==> config.mk <==
export PLATFORM = sky130hd
export DESIGN_NAME = uart_status_control
export DESIGN_NICKNAME = d
export VERILOG_FILES = /design/src/shared/uart_sc_pkg.sv /design/src/shared/fifo_if.sv /design/src/hw/char_fifo.sv /design/src/hw/uart_status_control.sv
export SDC_FILE = /design/constraint.sdc
export NUM_CORES = 1
export LEC_CHECK = 0
export BUFFER_PORTS_ARGS = -buffer_cell sky130_fd_sc_hd__buf_2
export CORE_MARGIN = 2
export CORE_UTILIZATION = 43
export CTS_BUF_LIST = sky130_fd_sc_hd__clkbuf_4 sky130_fd_sc_hd__clkbuf_8 sky130_fd_sc_hd__clkbuf_16
export DETAILED_ROUTE_END_ITERATION = 16
export SETUP_SLACK_MARGIN = 0.5
export SLEW_MARGIN = 5
export SYNTH_ARGS = -nofsm -noshare
export SYNTH_HDL_FRONTEND = slang
export SYNTH_SLANG_ARGS = --single-unit
export TNS_END_PERCENT = 10
==> constraint.sdc <==
create_clock -name clk_sys_i -period 4.9 [get_ports clk_sys_i]
set_input_delay 0.245 -clock clk_sys_i [delete_from_list [all_inputs] [get_ports clk_sys_i]]
set_output_delay 0.245 -clock clk_sys_i [all_outputs]
set_load 0.02 [all_outputs]
==> src/shared/uart_sc_pkg.sv <==
// Constants for the serial status/control block: register map, fields, codes
// Assumes a 32-bit APB master and a 50 MHz system clock
// Functional notes
// - tx irq select: 11 reserved, 10 buffer empties, 01 all shifted, 00 every character popped to the shifter
// - Break request sends start, twelve zeros, stop; hardware clears it after
// - Tx enable drives the pin; clearing aborts, flushes buffer, releases the pin
// - Tx buffer full reads 1 when no further character fits
// - Tx idle reads 1 only with shifter and buffer empty; resets to 1
// - rx irq select: 11 buffer full, 10 three held, 0x every character
// - Address detect in 9-bit mode keeps only characters with ninth bit one
// - Rx idle reads 1 when no character is arriving; resets to 1
// - Parity error flag belongs to the character at the rx FIFO top
// - Framing error flag belongs to the character at the rx FIFO top
// - Overrun set on overflow; software clear flushes rx buffer and shifter
// - Rx data available reads 1 while the rx buffer holds a character
// - Parity/data select 11 is 9-bit no parity; others 8-bit none/even/odd
// - Transmit and receive each have a four-character FIFO
package uart_sc_pkg;
  // ----------------------------------------------------------------
  // Register offsets
  // ----------------------------------------------------------------
  localparam logic [7:0] OFS_STA = 8'h00;
  localparam logic [7:0] OFS_MODE = 8'h04;
  localparam logic [7:0] OFS_TXD = 8'h08;
  localparam logic [7:0] OFS_RXD = 8'h0c;
  localparam logic [7:0] OFS_BAUD = 8'h10;
  localparam logic [7:0] OFS_IRQ_ST = 8'h14;
  localparam logic [7:0] OFS_IRQ_MASK = 8'h18;
  // ----------------------------------------------------------------
  // Status/control field positions
  // ----------------------------------------------------------------
  localparam int B_TXISEL1 = 15;
  localparam int B_TXISEL0 = 13;
  localparam int B_BRK = 11;
  localparam int B_TXEN = 10;
  localparam int B_TXBF = 9;
  localparam int B_TXIDLE = 8;
  localparam int B_RXISEL = 6;
  localparam int B_ADDRESS_DETECT_ENABLE = 5;
  localparam int B_RX_IDLE_FLAG = 4;
  localparam int B_PARITY_ERROR_FLAG = 3;
  localparam int B_FRAMING_ERROR_FLAG = 2;
  localparam int B_OVR = 1;
  localparam int B_RXDA = 0;
  // Mode register: parity/data select in bits 1:0
  localparam logic [1:0] PD_9BIT = 2'h3;
  localparam logic [1:0] PD_ODD = 2'h2;
  localparam logic [1:0] PD_EVEN = 2'h1;
  // Interrupt status bits
  localparam int IRQ_TX = 0;
  localparam int IRQ_RX = 1;
  localparam int IRQ_ERR = 2;
  localparam int IRQ_W = 3;
  // ----------------------------------------------------------------
  // Reset values and timing
  // ----------------------------------------------------------------
  localparam logic [15:0] BAUD_RST = 16'h01b1; // 50 MHz / 115200, less one
  localparam int FIFO_DEPTH = 4;
  localparam int BRK_ZEROS = 12;
  localparam int CHAR_BITS = 9;
  localparam logic [1:0] TXI_EMPTY = 2'h2;
  localparam logic [1:0] TXI_DONE = 2'h1;
  localparam logic [1:0] RXI_FULL = 2'h3;
  localparam logic [1:0] RXI_3Q = 2'h2;
endpackage

==> src/shared/fifo_if.sv <==
// Push/pop bundle between the control block and one character FIFO
// Assumes a single clock shared by both ends
`timescale 1ns/1ns
`default_nettype none
interface fifo_if #(parameter int W = 11, parameter int D = 4);
  logic push;
  logic pop;
  logic flush;
  logic [W-1:0] wdata;
  logic [W-1:0] rdata;
  logic [$clog2(D):0] count;
  modport ctl (output push, pop, flush, wdata, input rdata, count);
  modport mem (input push, pop, flush, wdata, output rdata, count);
endinterface
`default_nettype wire

==> src/hw/char_fifo.sv <==
// Flip-flop character FIFO; top entry is shown without a pop
// Assumes the owner never pushes when full nor pops when empty
`timescale 1ns/1ns
`default_nettype none
module char_fifo
  import uart_sc_pkg::*;
#(
  parameter int W = 11,
  parameter int D = FIFO_DEPTH
)
(
  input wire logic clk_sys_i,
  input wire logic rst_n_i,
  fifo_if.mem f
);
  localparam int AW = $clog2(D);
  logic [W-1:0] mem_ff [D];
  logic [AW-1:0] rd_ff;
  logic [AW-1:0] wr_ff;
  logic [AW:0] cnt_ff;

  // ----------------------------------------------------------------
  // Storage and pointers
  // ----------------------------------------------------------------
  // Data array, no reset needed
  always_ff @(posedge clk_sys_i)
  begin
    if (f.push)
      mem_ff[wr_ff] <= f.wdata;
  end

  // Pointers; flush wins over any push or pop
  always_ff @(posedge clk_sys_i)
  begin
    if (!rst_n_i || f.flush)
    begin
      rd_ff <= '0;
      wr_ff <= '0;
      cnt_ff <= '0;
    end
    else
    begin
      if (f.push)
        wr_ff <= wr_ff + 1'b1;
      if (f.pop)
        rd_ff <= rd_ff + 1'b1;
      cnt_ff <= cnt_ff + {{AW{1'b0}}, f.push} - {{AW{1'b0}}, f.pop};
    end
  end

  assign f.rdata = mem_ff[rd_ff];
  assign f.count = cnt_ff;
endmodule
`default_nettype wire

==> src/hw/uart_status_control.sv <==
// Serial transceiver status/control core with APB registers and FIFOs
// Assumes a 32-bit APB master and rx line already synchronous to clk
//
// The address map and register access over APB were left to the implementer.
`timescale 1ns/1ns
`default_nettype none
module uart_status_control
  import uart_sc_pkg::*;
#(
  parameter int OVS = 16
)
(
  input wire logic clk_sys_i,
  input wire logic rst_n_i,
  input wire logic psel_i,
  input wire logic penable_i,
  input wire logic pwrite_i,
  input wire logic [7:0] paddr_i,
  input wire logic [31:0] pwdata_i,
  output logic [31:0] prdata_o,
  output logic pready_o,
  output logic pslverr_o,
  input wire logic rx_i,
  output logic tx_pin_o,
  output logic tx_pin_oe_n_o,
  output logic irq_o
);
  localparam int CW = 11; // data 9, parity err, framing err
  localparam int CNTW = $clog2(FIFO_DEPTH) + 1;
  localparam logic [CNTW-1:0] FULL_CNT = CNTW'(FIFO_DEPTH);
  localparam logic [CNTW-1:0] Q3_CNT = CNTW'(3);
  localparam logic [3:0] OVS_LAST = 4'(OVS - 1);
  localparam logic [3:0] OVS_MID = 4'(OVS / 2 - 1);

  typedef enum logic [2:0] {
    TX_IDLE = 3'b001,
    TX_SHIFT = 3'b010,
    TX_STOP = 3'b100
  } tx_state_t;

  typedef enum logic [2:0] {
    RX_IDLE = 3'b001,
    RX_BITS = 3'b010,
    RX_STOP = 3'b100
  } rx_state_t;

  fifo_if #(.W(CW), .D(FIFO_DEPTH)) txf();
  fifo_if #(.W(CW), .D(FIFO_DEPTH)) rxf();

  // Four-deep buffers in each direction
  char_fifo #(.W(CW), .D(FIFO_DEPTH)) u_txf
  (
    .clk_sys_i(clk_sys_i),
    .rst_n_i(rst_n_i),
    .f(txf.mem)
  );
  char_fifo #(.W(CW), .D(FIFO_DEPTH)) u_rxf
  (
    .clk_sys_i(clk_sys_i),
    .rst_n_i(rst_n_i),
    .f(rxf.mem)
  );

  // ----------------------------------------------------------------
  // Registers
  // ----------------------------------------------------------------
  logic [1:0] tx_irq_select_ff;
  logic [1:0] rx_irq_select_ff;
  logic tx_break_request_ff;
  logic tx_enable_bit_ff;
  logic address_detect_enable_ff;
  logic overrun_flag_ff;
  logic [1:0] parity_data_select_ff;
  logic [15:0] baud_div_ff;
  logic [IRQ_W-1:0] irq_st_ff;
  logic [IRQ_W-1:0] irq_mask_ff;
  logic [31:0] prdata_ff;
  logic brk_ff;

  logic wr_acc, rd_acc, mapped;
  logic [15:0] sta_word;
  logic tx_buffer_full, tx_idle_flag, rx_idle_flag, rx_data_available;
  logic tx_load, tx_done, rx_store, rx_ovf, ovr_clear;
  logic ev_tx, ev_rx, ev_err;
  tx_state_t tx_st_ff;
  rx_state_t rx_st_ff;

  function automatic logic is_addr(input logic [7:0] a, input logic [7:0] o);
    return a == o;
  endfunction

  assign wr_acc = psel_i && penable_i && pwrite_i;
  assign rd_acc = psel_i && penable_i && !pwrite_i;
  assign pready_o = 1'b1; // Zero wait states
  assign mapped = is_addr(paddr_i, OFS_STA) || is_addr(paddr_i, OFS_MODE) ||
    is_addr(paddr_i, OFS_TXD) || is_addr(paddr_i, OFS_RXD) ||
    is_addr(paddr_i, OFS_BAUD) || is_addr(paddr_i, OFS_IRQ_ST) ||
    is_addr(paddr_i, OFS_IRQ_MASK);
  assign pslverr_o = psel_i && penable_i && !mapped;

  // Status flags
  assign tx_buffer_full = txf.count == FULL_CNT;
  assign tx_idle_flag = tx_st_ff == TX_IDLE && txf.count == '0;
  assign rx_idle_flag = rx_st_ff == RX_IDLE;
  assign rx_data_available = rxf.count != '0;

  always_comb
  begin
    sta_word = '0;
    sta_word[B_TXISEL1] = tx_irq_select_ff[1];
    sta_word[B_TXISEL0] = tx_irq_select_ff[0];
    sta_word[B_BRK] = tx_break_request_ff;
    sta_word[B_TXEN] = tx_enable_bit_ff;
    sta_word[B_TXBF] = tx_buffer_full;
    sta_word[B_TXIDLE] = tx_idle_flag;
    sta_word[B_RXISEL +: 2] = rx_irq_select_ff;
    sta_word[B_ADDRESS_DETECT_ENABLE] = address_detect_enable_ff;
    sta_word[B_RX_IDLE_FLAG] = rx_idle_flag;
    sta_word[B_PARITY_ERROR_FLAG] = rx_data_available && rxf.rdata[9];
    sta_word[B_FRAMING_ERROR_FLAG] = rx_data_available && rxf.rdata[10];
    sta_word[B_OVR] = overrun_flag_ff;
    sta_word[B_RXDA] = rx_data_available;
  end

  // Software fields
  always_ff @(posedge clk_sys_i)
  begin
    if (!rst_n_i)
    begin
      tx_irq_select_ff <= 2'h0;
      rx_irq_select_ff <= 2'h0;
      tx_enable_bit_ff <= 1'b0;
      address_detect_enable_ff <= 1'b0;
    end
    else if (wr_acc && is_addr(paddr_i, OFS_STA))
    begin
      tx_irq_select_ff <= {pwdata_i[B_TXISEL1], pwdata_i[B_TXISEL0]};
      rx_irq_select_ff <= pwdata_i[B_RXISEL +: 2];
      tx_enable_bit_ff <= pwdata_i[B_TXEN];
      address_detect_enable_ff <= pwdata_i[B_ADDRESS_DETECT_ENABLE];
    end
  end

  // Break request: software sets, hardware clears
  always_ff @(posedge clk_sys_i)
  begin
    if (!rst_n_i)
      tx_break_request_ff <= 1'b0;
    else if (wr_acc && is_addr(paddr_i, OFS_STA) && pwdata_i[B_BRK] &&
      pwdata_i[B_TXEN])
      tx_break_request_ff <= 1'b1;
    else if (!tx_enable_bit_ff || (tx_done && brk_ff))
      tx_break_request_ff <= 1'b0;
  end

  // Overrun: software may only clear; a set in the same cycle wins
  assign ovr_clear = wr_acc && is_addr(paddr_i, OFS_STA) &&
    !pwdata_i[B_OVR] && overrun_flag_ff;
  always_ff @(posedge clk_sys_i)
  begin
    if (!rst_n_i)
      overrun_flag_ff <= 1'b0;
    else if (rx_ovf)
      overrun_flag_ff <= 1'b1;
    else if (ovr_clear)
      overrun_flag_ff <= 1'b0;
  end

  // Mode and baud registers
  always_ff @(posedge clk_sys_i)
  begin
    if (!rst_n_i)
    begin
      parity_data_select_ff <= 2'h0;
      baud_div_ff <= BAUD_RST;
    end
    else if (wr_acc && is_addr(paddr_i, OFS_MODE))
      parity_data_select_ff <= pwdata_i[1:0];
    else if (wr_acc && is_addr(paddr_i, OFS_BAUD))
      baud_div_ff <= pwdata_i[15:0];
  end

  // Interrupt mask
  always_ff @(posedge clk_sys_i)
  begin
    if (!rst_n_i)
      irq_mask_ff <= '0;
    else if (wr_acc && is_addr(paddr_i, OFS_IRQ_MASK))
      irq_mask_ff <= pwdata_i[IRQ_W-1:0];
  end

  // Sticky events; read clears, a new event in that cycle survives
  always_ff @(posedge clk_sys_i)
  begin
    if (!rst_n_i)
      irq_st_ff <= '0;
    else if (psel_i && !penable_i && !pwrite_i &&
      is_addr(paddr_i, OFS_IRQ_ST))
      irq_st_ff <= {ev_err, ev_rx, ev_tx};
    else
      irq_st_ff <= irq_st_ff | {ev_err, ev_rx, ev_tx};
  end
  assign irq_o = |(irq_st_ff & irq_mask_ff);

  // Read data, registered; reserved bits read zero
  always_ff @(posedge clk_sys_i)
  begin
    if (!rst_n_i)
      prdata_ff <= '0;
    else if (psel_i && !penable_i && !pwrite_i)
    begin
      prdata_ff <= '0;
      if (is_addr(paddr_i, OFS_STA))
        prdata_ff <= {16'h0000, sta_word};
      else if (is_addr(paddr_i, OFS_MODE))
        prdata_ff <= {30'h0, parity_data_select_ff};
      else if (is_addr(paddr_i, OFS_RXD))
        prdata_ff <= {23'h0, rxf.rdata[8:0]};
      else if (is_addr(paddr_i, OFS_BAUD))
        prdata_ff <= {16'h0000, baud_div_ff};
      else if (is_addr(paddr_i, OFS_IRQ_ST))
        prdata_ff <= {29'h0, irq_st_ff};
      else if (is_addr(paddr_i, OFS_IRQ_MASK))
        prdata_ff <= {29'h0, irq_mask_ff};
    end
  end
  assign prdata_o = prdata_ff;

  // ----------------------------------------------------------------
  // Baud tick: one enable per oversample period
  // ----------------------------------------------------------------
  logic [15:0] div_ff;
  logic tick;
  assign tick = div_ff == '0;
  always_ff @(posedge clk_sys_i)
  begin
    if (!rst_n_i || tick)
      div_ff <= baud_div_ff / 16'(OVS);
    else
      div_ff <= div_ff - 1'b1;
  end

  // ----------------------------------------------------------------
  // Transmitter
  // ----------------------------------------------------------------
  logic [12:0] tsh_ff;
  logic [3:0] tbit_ff;
  logic [3:0] tph_ff;
  logic tline_ff;
  logic [3:0] tlen;
  logic [8:0] tword;
  logic tpar;

  // Tx FIFO fill while enabled and not full
  assign txf.push = wr_acc && is_addr(paddr_i, OFS_TXD) &&
    tx_enable_bit_ff && !tx_buffer_full;
  assign txf.wdata = {2'b00, pwdata_i[8:0]};
  assign txf.flush = !tx_enable_bit_ff;
  assign tx_load = tx_st_ff == TX_IDLE && tx_enable_bit_ff &&
    (txf.count != '0 || tx_break_request_ff);
  assign txf.pop = tx_load && !tx_break_request_ff;
  assign tx_done = tx_st_ff == TX_STOP && tick && tph_ff == OVS_LAST;

  // Frame build per data mode
  always_comb
  begin
    tword = txf.rdata[8:0];
    tpar = ^txf.rdata[7:0];
    tlen = 4'd8;
    if (parity_data_select_ff == PD_9BIT)
      tlen = 4'd9;
    else if (parity_data_select_ff == PD_EVEN)
    begin
      tword[8] = tpar;
      tlen = 4'd9;
    end
    else if (parity_data_select_ff == PD_ODD)
    begin
      tword[8] = !tpar;
      tlen = 4'd9;
    end
  end

  // Shifter; disable aborts any frame in flight
  always_ff @(posedge clk_sys_i)
  begin
    if (!rst_n_i || !tx_enable_bit_ff)
    begin
      tx_st_ff <= TX_IDLE;
      tsh_ff <= '0;
      tbit_ff <= '0;
      tph_ff <= '0;
      brk_ff <= 1'b0;
      tline_ff <= 1'b1;
    end
    else
      unique case (tx_st_ff)
        TX_IDLE:
          if (tx_load)
          begin
            brk_ff <= tx_break_request_ff;
            // Start bit then data or twelve zeros
            tsh_ff <= tx_break_request_ff ? 13'h0000 : {3'b000, tword, 1'b0};
            tbit_ff <= tx_break_request_ff ? 4'(BRK_ZEROS) : tlen;
            tph_ff <= '0;
            tline_ff <= 1'b0;
            tx_st_ff <= TX_SHIFT;
          end
        TX_SHIFT:
          if (tick)
          begin
            tph_ff <= tph_ff + 1'b1;
            if (tph_ff == OVS_LAST)
            begin
              tsh_ff <= {1'b0, tsh_ff[12:1]};
              tline_ff <= tsh_ff[1];
              if (tbit_ff == '0)
              begin
                tline_ff <= 1'b1;
                tx_st_ff <= TX_STOP;
              end
              tbit_ff <= tbit_ff - 1'b1;
            end
          end
        TX_STOP:
          if (tick)
          begin
            tph_ff <= tph_ff + 1'b1;
            if (tph_ff == OVS_LAST)
            begin
              brk_ff <= 1'b0;
              tx_st_ff <= TX_IDLE;
            end
          end
      endcase
  end

  // Pin ownership follows the enable
  assign tx_pin_o = tx_enable_bit_ff ? tline_ff : 1'b1;
  assign tx_pin_oe_n_o = !tx_enable_bit_ff;

  // Transmit interrupt selection
  always_comb
  begin
    ev_tx = 1'b0;
    unique case (tx_irq_select_ff)
      TXI_EMPTY: ev_tx = txf.pop && txf.count == CNTW'(1);
      TXI_DONE: ev_tx = tx_done && txf.count == '0;
      2'h0: ev_tx = txf.pop;
      default: ev_tx = 1'b0; // Reserved code never fires
    endcase
  end

  // ----------------------------------------------------------------
  // Receiver
  // ----------------------------------------------------------------
  logic [8:0] rsh_ff;
  logic [3:0] rbit_ff;
  logic [3:0] rph_ff;
  logic [3:0] rlen;
  logic rpar_err, rkeep;

  assign rlen = parity_data_select_ff == 2'h0 ? 4'd8 : 4'd9;
  // Sampling at mid-bit
  always_ff @(posedge clk_sys_i)
  begin
    if (!rst_n_i || ovr_clear)
    begin
      rx_st_ff <= RX_IDLE;
      rsh_ff <= '0;
      rbit_ff <= '0;
      rph_ff <= '0;
    end
    else if (tick)
      unique case (rx_st_ff)
        RX_IDLE:
          if (!rx_i)
          begin
            rph_ff <= '0;
            rbit_ff <= '0;
            rx_st_ff <= RX_BITS;
          end
        RX_BITS:
        begin
          rph_ff <= rph_ff + 1'b1;
          if (rph_ff == OVS_MID && rbit_ff == '0 && rx_i)
            rx_st_ff <= RX_IDLE; // False start
          if (rph_ff == OVS_LAST)
          begin
            rbit_ff <= rbit_ff + 1'b1;
            if (rbit_ff == rlen)
              rx_st_ff <= RX_STOP;
          end
          if (rph_ff == OVS_MID && rbit_ff != '0)
            rsh_ff <= {rx_i, rsh_ff[8:1]};
        end
        RX_STOP:
        begin
          rph_ff <= rph_ff + 1'b1;
          if (rph_ff == OVS_MID)
            rx_st_ff <= RX_IDLE;
        end
        default: rx_st_ff <= RX_IDLE;
      endcase
  end

  // Store at the stop sample, whose level sets the framing bit; 8-bit data is right aligned
  always_comb
  begin
    rpar_err = 1'b0;
    if (parity_data_select_ff == PD_EVEN)
      rpar_err = ^rsh_ff;
    else if (parity_data_select_ff == PD_ODD)
      rpar_err = !(^rsh_ff);
    rkeep = !(address_detect_enable_ff &&
      parity_data_select_ff == PD_9BIT && !rsh_ff[8]);
  end
  assign rx_store = tick && rx_st_ff == RX_STOP && rph_ff == OVS_MID && rkeep;
  assign rx_ovf = rx_store && rxf.count == FULL_CNT;
  assign rxf.push = rx_store && !rx_ovf;
  assign rxf.wdata = {!rx_i, rpar_err,
    parity_data_select_ff == PD_9BIT ? rsh_ff :
    rlen == 4'd9 ? {1'b0, rsh_ff[7:0]} : {1'b0, rsh_ff[8:1]}};
  assign rxf.pop = rd_acc && is_addr(paddr_i, OFS_RXD) &&
    rx_data_available;
  assign rxf.flush = ovr_clear;

  // Receive and error interrupt selection
  always_comb
  begin
    ev_rx = 1'b0;
    unique case (rx_irq_select_ff)
      RXI_FULL: ev_rx = rxf.push && rxf.count == FULL_CNT - 1'b1;
      RXI_3Q: ev_rx = rxf.push && rxf.count == Q3_CNT - 1'b1;
      default: ev_rx = rxf.push;
    endcase
    ev_err = rx_ovf || (rxf.push && (rxf.wdata[9] || rxf.wdata[10]));
  end
endmodule
`default_nettype wire

# Word level (Yosys, flattened, before mapping)
# Memory sizes are Yosys's and may differ from the RTL's. A register that Yosys moved wholly into a read port is not among the register bits.
# Cells that the tools add are included.
dict set report word_totals {
  memories 2
  input_bits 46
  reg_bits 140
  wordCells 260
  ram_bits 80
  out_inout_bits 37
}
# name words word_bits rd rd_clocked_by_memory_dff write_ports line
set mem_list {}
lappend mem_list {u_rxf.mem_ff 4 11 1 1 1 char_fifo.sv:17} ;# logic [W-1:0] mem_ff [D];
lappend mem_list {u_txf.mem_ff 4 9 1 1 1 char_fifo.sv:17}
dict set report classes {
  n_reduce_logical 101
  bitwise_logic 3
  mux 73
  n_addsub 13
  eq_ne 39
}
# operator n
set op_table {}
lappend op_table {{$mux 16} 4}
lappend op_table {{$logic_and 1x1->1} 44}
lappend op_table {{$mux 3} 14}
lappend op_table {{$mux 13} 3}
lappend op_table {{$mux 4} 8}
lappend op_table {{$pmux 4 s2} 4}
lappend op_table {{$pmux 13 s2} 1}
lappend op_table {{$mux 1} 25}
lappend op_table {{$eq 8x5->1 const B} 3}
lappend op_table {{$pmux 3 s3} 2}
lappend op_table {{$eq 8x4->1 const B} 2}
lappend op_table {{$logic_not 16->1} 1}
lappend op_table {{$ne 2x2->1 const B} 8}
lappend op_table {{$sub 16x1->16 const B} 1}
lappend op_table {{$logic_not 1->1} 14}
lappend op_table {{$logic_or 1x1->1} 13}
lappend op_table {{$add 4x1->4 const B} 3}
lappend op_table {{$eq 3x2->1 const B} 4}
lappend op_table {{$eq 3x3->1 const B} 4}
lappend op_table {{$eq 4x4->1 const B} 3}
lappend op_table {{$mux 12} 1}
lappend op_table {{$reduce_and 4->1} 3}
lappend op_table {{$reduce_bool 2->1} 6}
lappend op_table {{$eq 2x2->1 const B} 5}
lappend op_table {{32 further kinds} 53}

# Longest topological paths before layout
dict set report depth {
  ltp_word 12
  ltp_mapped 12
  ltp_nobuf 11
}

# Modules after synthesis
# A second synthesis with hierarchy kept.
dict set report unflattened {
  hier_cells 901
  area_unflattened_um2 9745.6
}
# module seq_area_each_um2 cells_each n_inst area_each_um2
set by_module_without_submodules {}
lappend by_module_without_submodules {uart_status_control 2122.0 699 1 5686.7}
lappend by_module_without_submodules {char_fifo 1501.4 101 2 2029.4}

# Worst setup path before layout
# No wires, ideal clock.
dict set report synth_path {
  path_type {input to register}
  start {input port paddr_i[4]}
  end {register u_rxf.cnt_ff[2] (netlist: u_rxf.f.count[2])}
  n_path_buf 1
  t_arrival_ns 2.618
  stages 12
  path_slack_ns 2.165
  required_time_ns 4.783
  setup_time_ns 0.117
  path_cell_list {clkbuf_1 > nor3_1 > nand4_1 > nor4_1 > ha_1 > inv_1 > ha_1 > inv_1 > fa_1 > xor2_1 > xnor2_1 > nor2_1}
}
dict set report synth_between {
  word_cells_on_any_way 9
  cone_classes {add/sub (1); eq/ne (1); reduce/logical (7)}
}
# item line
set synth_lines {}
lappend synth_lines {{from (decl)} uart_status_control.sv:18} ;# input wire logic [7:0] paddr_i,
lappend synth_lines {{$eq 8x4->1} uart_status_control.sv:89} ;# return a == o;
lappend synth_lines {{$logic_and 1x1->1 (2 in a row)} uart_status_control.sv:424} ;# assign rxf.pop = rd_acc && is_addr(paddr_i, OFS_RXD) &&
lappend synth_lines {{named net rxf.pop} fifo_if.sv:7} ;# logic pop;
lappend synth_lines {{$sub 3x1->3} char_fifo.sv:47} ;# cnt_ff <= cnt_ff + {{AW{1'b0}}, f.push} - {{AW{1'b0}}, f.pop};
lappend synth_lines {{to (signal assigned)} char_fifo.sv:47}
lappend synth_lines {{to (decl)} char_fifo.sv:20} ;# logic [AW:0] cnt_ff;
# The timed path passes the listed nets, and every way through them passes these cells.
# A chain may end at the register's enable or synchronous reset.

# Worst setup path in the final report
dict set report layout_path {
  start {register div_ff[7]}
  end {register rsh_ff[4]}
}
dict set report layout_between {
  elab_chain_cells 2
}
# item line
set layout_lines {}
lappend layout_lines {{from (decl)} uart_status_control.sv:232} ;# logic [15:0] div_ff;
lappend layout_lines {{from (signal assigned)} uart_status_control.sv:238} ;# div_ff <= baud_div_ff / 16'(OVS);
lappend layout_lines {{from (signal assigned)} uart_status_control.sv:240} ;# div_ff <= div_ff - 1'b1;
lappend layout_lines {{$logic_not 16->1} uart_status_control.sv:234} ;# assign tick = div_ff == '0;
lappend layout_lines {{$reduce_and 3->1 (no line)} n/a}
lappend layout_lines {{to (signal assigned)} uart_status_control.sv:395} ;# rsh_ff <= {rx_i, rsh_ff[8:1]};
lappend layout_lines {{to (decl)} uart_status_control.sv:357} ;# logic [8:0] rsh_ff;
# No other way between the ends.

==> summary.log <==
qor: status.status completed
qor: setup_path.critical_path_peak_fanout 11
qor: placement.pre_cts_slack 1.740 ns
qor: clock_tree.ctsHtreeMaxLevel 1
qor: power_and_ir_drop.power.ir.vdd_worst 0.0002813 V
qor: synth.synth_mux_area_share 8.456%
qor: min_path.whs_path_depth 1
qor: timing.clock_skew 0.01009 ns
qor: grt.initial_antenna_violation_count 0
qor: setup_path.cp_data_required_time 5.26 ns
qor: synth.edff_count_synth 80
qor: clock_tree.cts_inserted_buffers 24
qor: synth.yosys.area_share.xor_xnor 3.893%
qor: clock_tree.cts.hold.buffers_added 7
qor: timing.final-setup-viol-count 0
qor: setup_path.setup.worst_path.class flop to flop
qor: setup_path.cpMaxStageDelayCell nor4b_4
qor: clock_tree.clock_root_buffer clkbuf_16
qor: synth.yosys_warnings 0
qor: synth.post_synth_fa_ha_maj_area_fraction 2.970%
qor: setup_path.worstPathCellList or4_4 > nor4_4 > nor4b_4 > nand3_1 > mux2i_1 > nor2_1
qor: clock_tree.cts.path.max_buffers 3
qor: final_layout.fraction_of_final_layout_cells_sized_beyond_drive_strength_1 15.45%
qor: placement.portBuffers 49
qor: setup_path.max_stage_delay 0.74 ns
qor: final_layout.mostFrequentLayoutCells dfxtp_1 (124), edfxtp_1 (80), nand2_1 (79)
qor: drt.route.detailed.drc 0
qor: floorplanning.num_rows 53
qor: drt.vias_per_cell 5.287
qor: synth.synth_top_family_by_area simple AND/OR/NAND/NOR gates
qor: synth.synth.cell_area 9351 sq um
qor: clock_tree.post_cts_buffers 0
qor: floorplanning.die-height 151.5 um
qor: floorplanning.floorplan.die_area 22940 sq um
qor: drt.detail-route-antenna-nets 0
qor: setup_path.reg2reg_slack 1.77 ns
qor: timing.final_max_slew_viol_count 0
qor: flow_run.drv_cap 0
qor: drt.first_iter_violations 316
qor: synth.post_synthesis_share_of_cell_area_spent_on_and_or_nand_and_nor_gates 17.22%
qor: setup_path.cp-startpoint div_ff[7]
qor: grt.gr-usage-all-layers 18.02%
qor: final_layout.syn_to_final_growth 13.77%
qor: drt.routed_wirelength 20.19 mm
qor: power_and_ir_drop.power.density_cell_area 349.5 nW/um^2
qor: drt.vias_after_detailed_routing 6313
qor: timing.slew_headroom 33.19%
qor: synth.ys_seq_area_share 52.23%
qor: grt.grt_pass1_wl 32.29 mm
qor: clock_tree.cts_resized 0
qor: grt.gr-total-overflow 0
qor: synth.yosys_register_bits 204
qor: clock_tree.clk-insertion-delay-late 0.51 ns
qor: final_layout.fin_util 50.29%
qor: timing.worst_pin_slew 0.9978 ns
qor: synth.ys_async_sr_fraction 0%
qor: final_layout.layout.cells.most_common dfxtp_1
qor: floorplanning.area_of_the_core 21150 sq um
qor: floorplanning.initial_core_util 44.21%
qor: min_path.worstHoldStart pwdata_i[3]
qor: synth.yosys_most_used_dff dfxtp_1
qor: timing.final.setup.tns 0 ns
qor: drt.drt-wirelength-per-cell 16.91 um
qor: clock_tree.cts_tree yes
qor: min_path.min_to u_txf.mem_ff[2][3]
qor: power_and_ir_drop.p_leak 3.857 nW
qor: setup_path.ff2ff_path_depth 6
qor: setup_path.reg_to_reg_critical_path_startpoint div_ff[7]
qor: timing.setup_slack 1.770 ns
qor: clock_tree.tritoncts_num_sinks 204
qor: synth.count_of_different_cell_masters_after_synthesis 72
qor: floorplanning.die_w 151.5 um
qor: timing.holdWs 0.005304 ns
qor: min_path.hold_class input pin to flop
qor: setup_path.crit_end_category flop
qor: placement.hpwl 13.93 mm
qor: grt.maximum_number_of_pins_on_one_net_before_global_route_repair 58
qor: timing.fmax 319.5 MHz
qor: drt.detail_route.first_pass.iterations 5
qor: synth.synth_cells 855
qor: grt.first_global_vias 6043
qor: setup_path.setup.worst_path.start_class flop
qor: floorplanning.ios 83
qor: timing.hold_viol_final 0
qor: timing.layout_min_cycle_time 3.130 ns
qor: placement.gp_congestion 0.7907
qor: final_layout.n_antenna_cell 0
qor: setup_path.timing.rr.end rsh_ff[4]
qor: timing.period_share 63.88%
qor: synth.post_synth.cell_area_avg 10.94 sq um
qor: timing.rsz0062_at_grt false
qor: clock_tree.worst_setup_hold_path_clk_slew 0.06 ns
qor: synth.synth_compound_gate_area_share 11.04%
qor: final_layout.finish.net_count 968
qor: setup_path.worst-endpoint-arrival 3.49 ns
-- cells in the mapped netlist, types with 5 or more instances --
library cell / count / area, sq um
clkbuf_1: 30 / 112.6
o211a_1: 7 / 70.07
nor3_1: 17 / 85.08
edfxtp_1: 80 / 2402
o21ai_0: 40 / 200.2
buf_4: 18 / 135.1
a21o_1: 6 / 45.04
nand2_1: 79 / 296.5
nor3b_1: 12 / 90.09
mux2_2: 8 / 90.09
a22oi_1: 15 / 112.6
a21oi_1: 24 / 120.1
nor4_1: 5 / 31.28
a21boi_0: 15 / 112.6
mux4_2: 20 / 450.4
or3_1: 6 / 37.54
mux2i_1: 25 / 250.2
and2_1: 12 / 75.07
nor2_1: 76 / 285.3
dfxtp_1: 124 / 2482
xor2_1: 11 / 96.34
a211oi_1: 9 / 67.56
buf_2: 7 / 35.03
inv_1: 26 / 97.59
nand3_1: 25 / 125.1
ha_1: 19 / 237.7
nor2b_1: 14 / 87.58
nand3b_1: 6 / 45.04
xnor2_1: 28 / 245.2
nand2b_1: 16 / 100.1
and3_1: 6 / 37.54
-- power by group --
group | switching (mW) | total (mW) | internal, mW | leakage, nW
logic | 0.0884 | 0.136 | 0.0480 | 1.76
registers | 0.0126 | 1.78 | 1.77 | 1.72
clock network | 0.709 | 1.80 | 1.09 | 0.377
-- stage by stage --
step                      instance area (sq um)  total power, mW  cells
after floorplan                            9408            1.914    870
after detailed placement                   9753            1.951   1143
final                                     10640            3.718   1194
after global placement                     9753            1.951   1143
after global routing                      10640            3.837   1194
after CTS                                 10640            3.758   1194
-- worst max-delay path by stage --
stage | endpoint | slack [ns]
2_1_floorplan | u_rxf.f.count[2] | 2.16
3_3_place_gp | u_rxf.f.count[2] | 1.75
3_5_place_dp | rsh_ff[4] | 1.74
4_1_cts | rsh_ff[4] | 1.72
5_1_grt | rsh_ff[4] | 1.51
6_report | rsh_ff[4] | 1.77
-- final cells by class --
class | instances | area (sq um)
tap | 275 | 344.1
multi-input combinational | 584 | 4144
clock inverter | 19 | 190.2
clock buffer | 25 | 625.6
sequential | 204 | 4885
timing repair buffer | 61 | 352.8
inverter | 26 | 97.59
fill | 1935 | 10520
-- cells by family (layout without fill, tap and decap cells) --
kind of cell               after synthesis  in the layout
and+or+nand+nor                        302            302
AOI/OAI and AO/OA                      151            151
DFF                                    204            204
adders and majority gates               21             21
buffers and inverters                   82            131
xor gates and xnor gates                40             40
muxes                                   53             53
other                                    2             17
-- state kept, by name (all words and copies together) (netlist names), 4 cells and up, named ones only --
| signal | flops |
|---|---|
| div_ff | 16 |
| u_txf.mem_ff | 36 |
| baud_div_ff | 16 |
| rsh_ff | 9 |
| rbit_ff | 4 |
| prdata_o | 16 |
| u_rxf.mem_ff | 44 |
| tbit_ff | 4 |
| tsh_ff | 9 |
| rph_ff | 4 |
| tph_ff | 4 |
-- critical path: cells and delay by family, from the launching register on --
kind	cells	cell delay (ns)
flip-flops	1	0.33
multiplexers	1	0.31
AND/OR/NAND/NOR	5	2.32
-- metal layers --
| layer | global-route usage, % | vias up | wire, um |
|---|---|---|---|
| met4 | 4.813 | 0 | 430 |
| met2 | 30.57 | 109 | 9754 |
| li1 | - | 3143 | - |
| met3 | 2.515 | 32 | 751 |
| met5 | 0 | - | 0 |
| met1 | 24.31 | 3029 | 9256 |
Power figures use the tool's default switching activity.
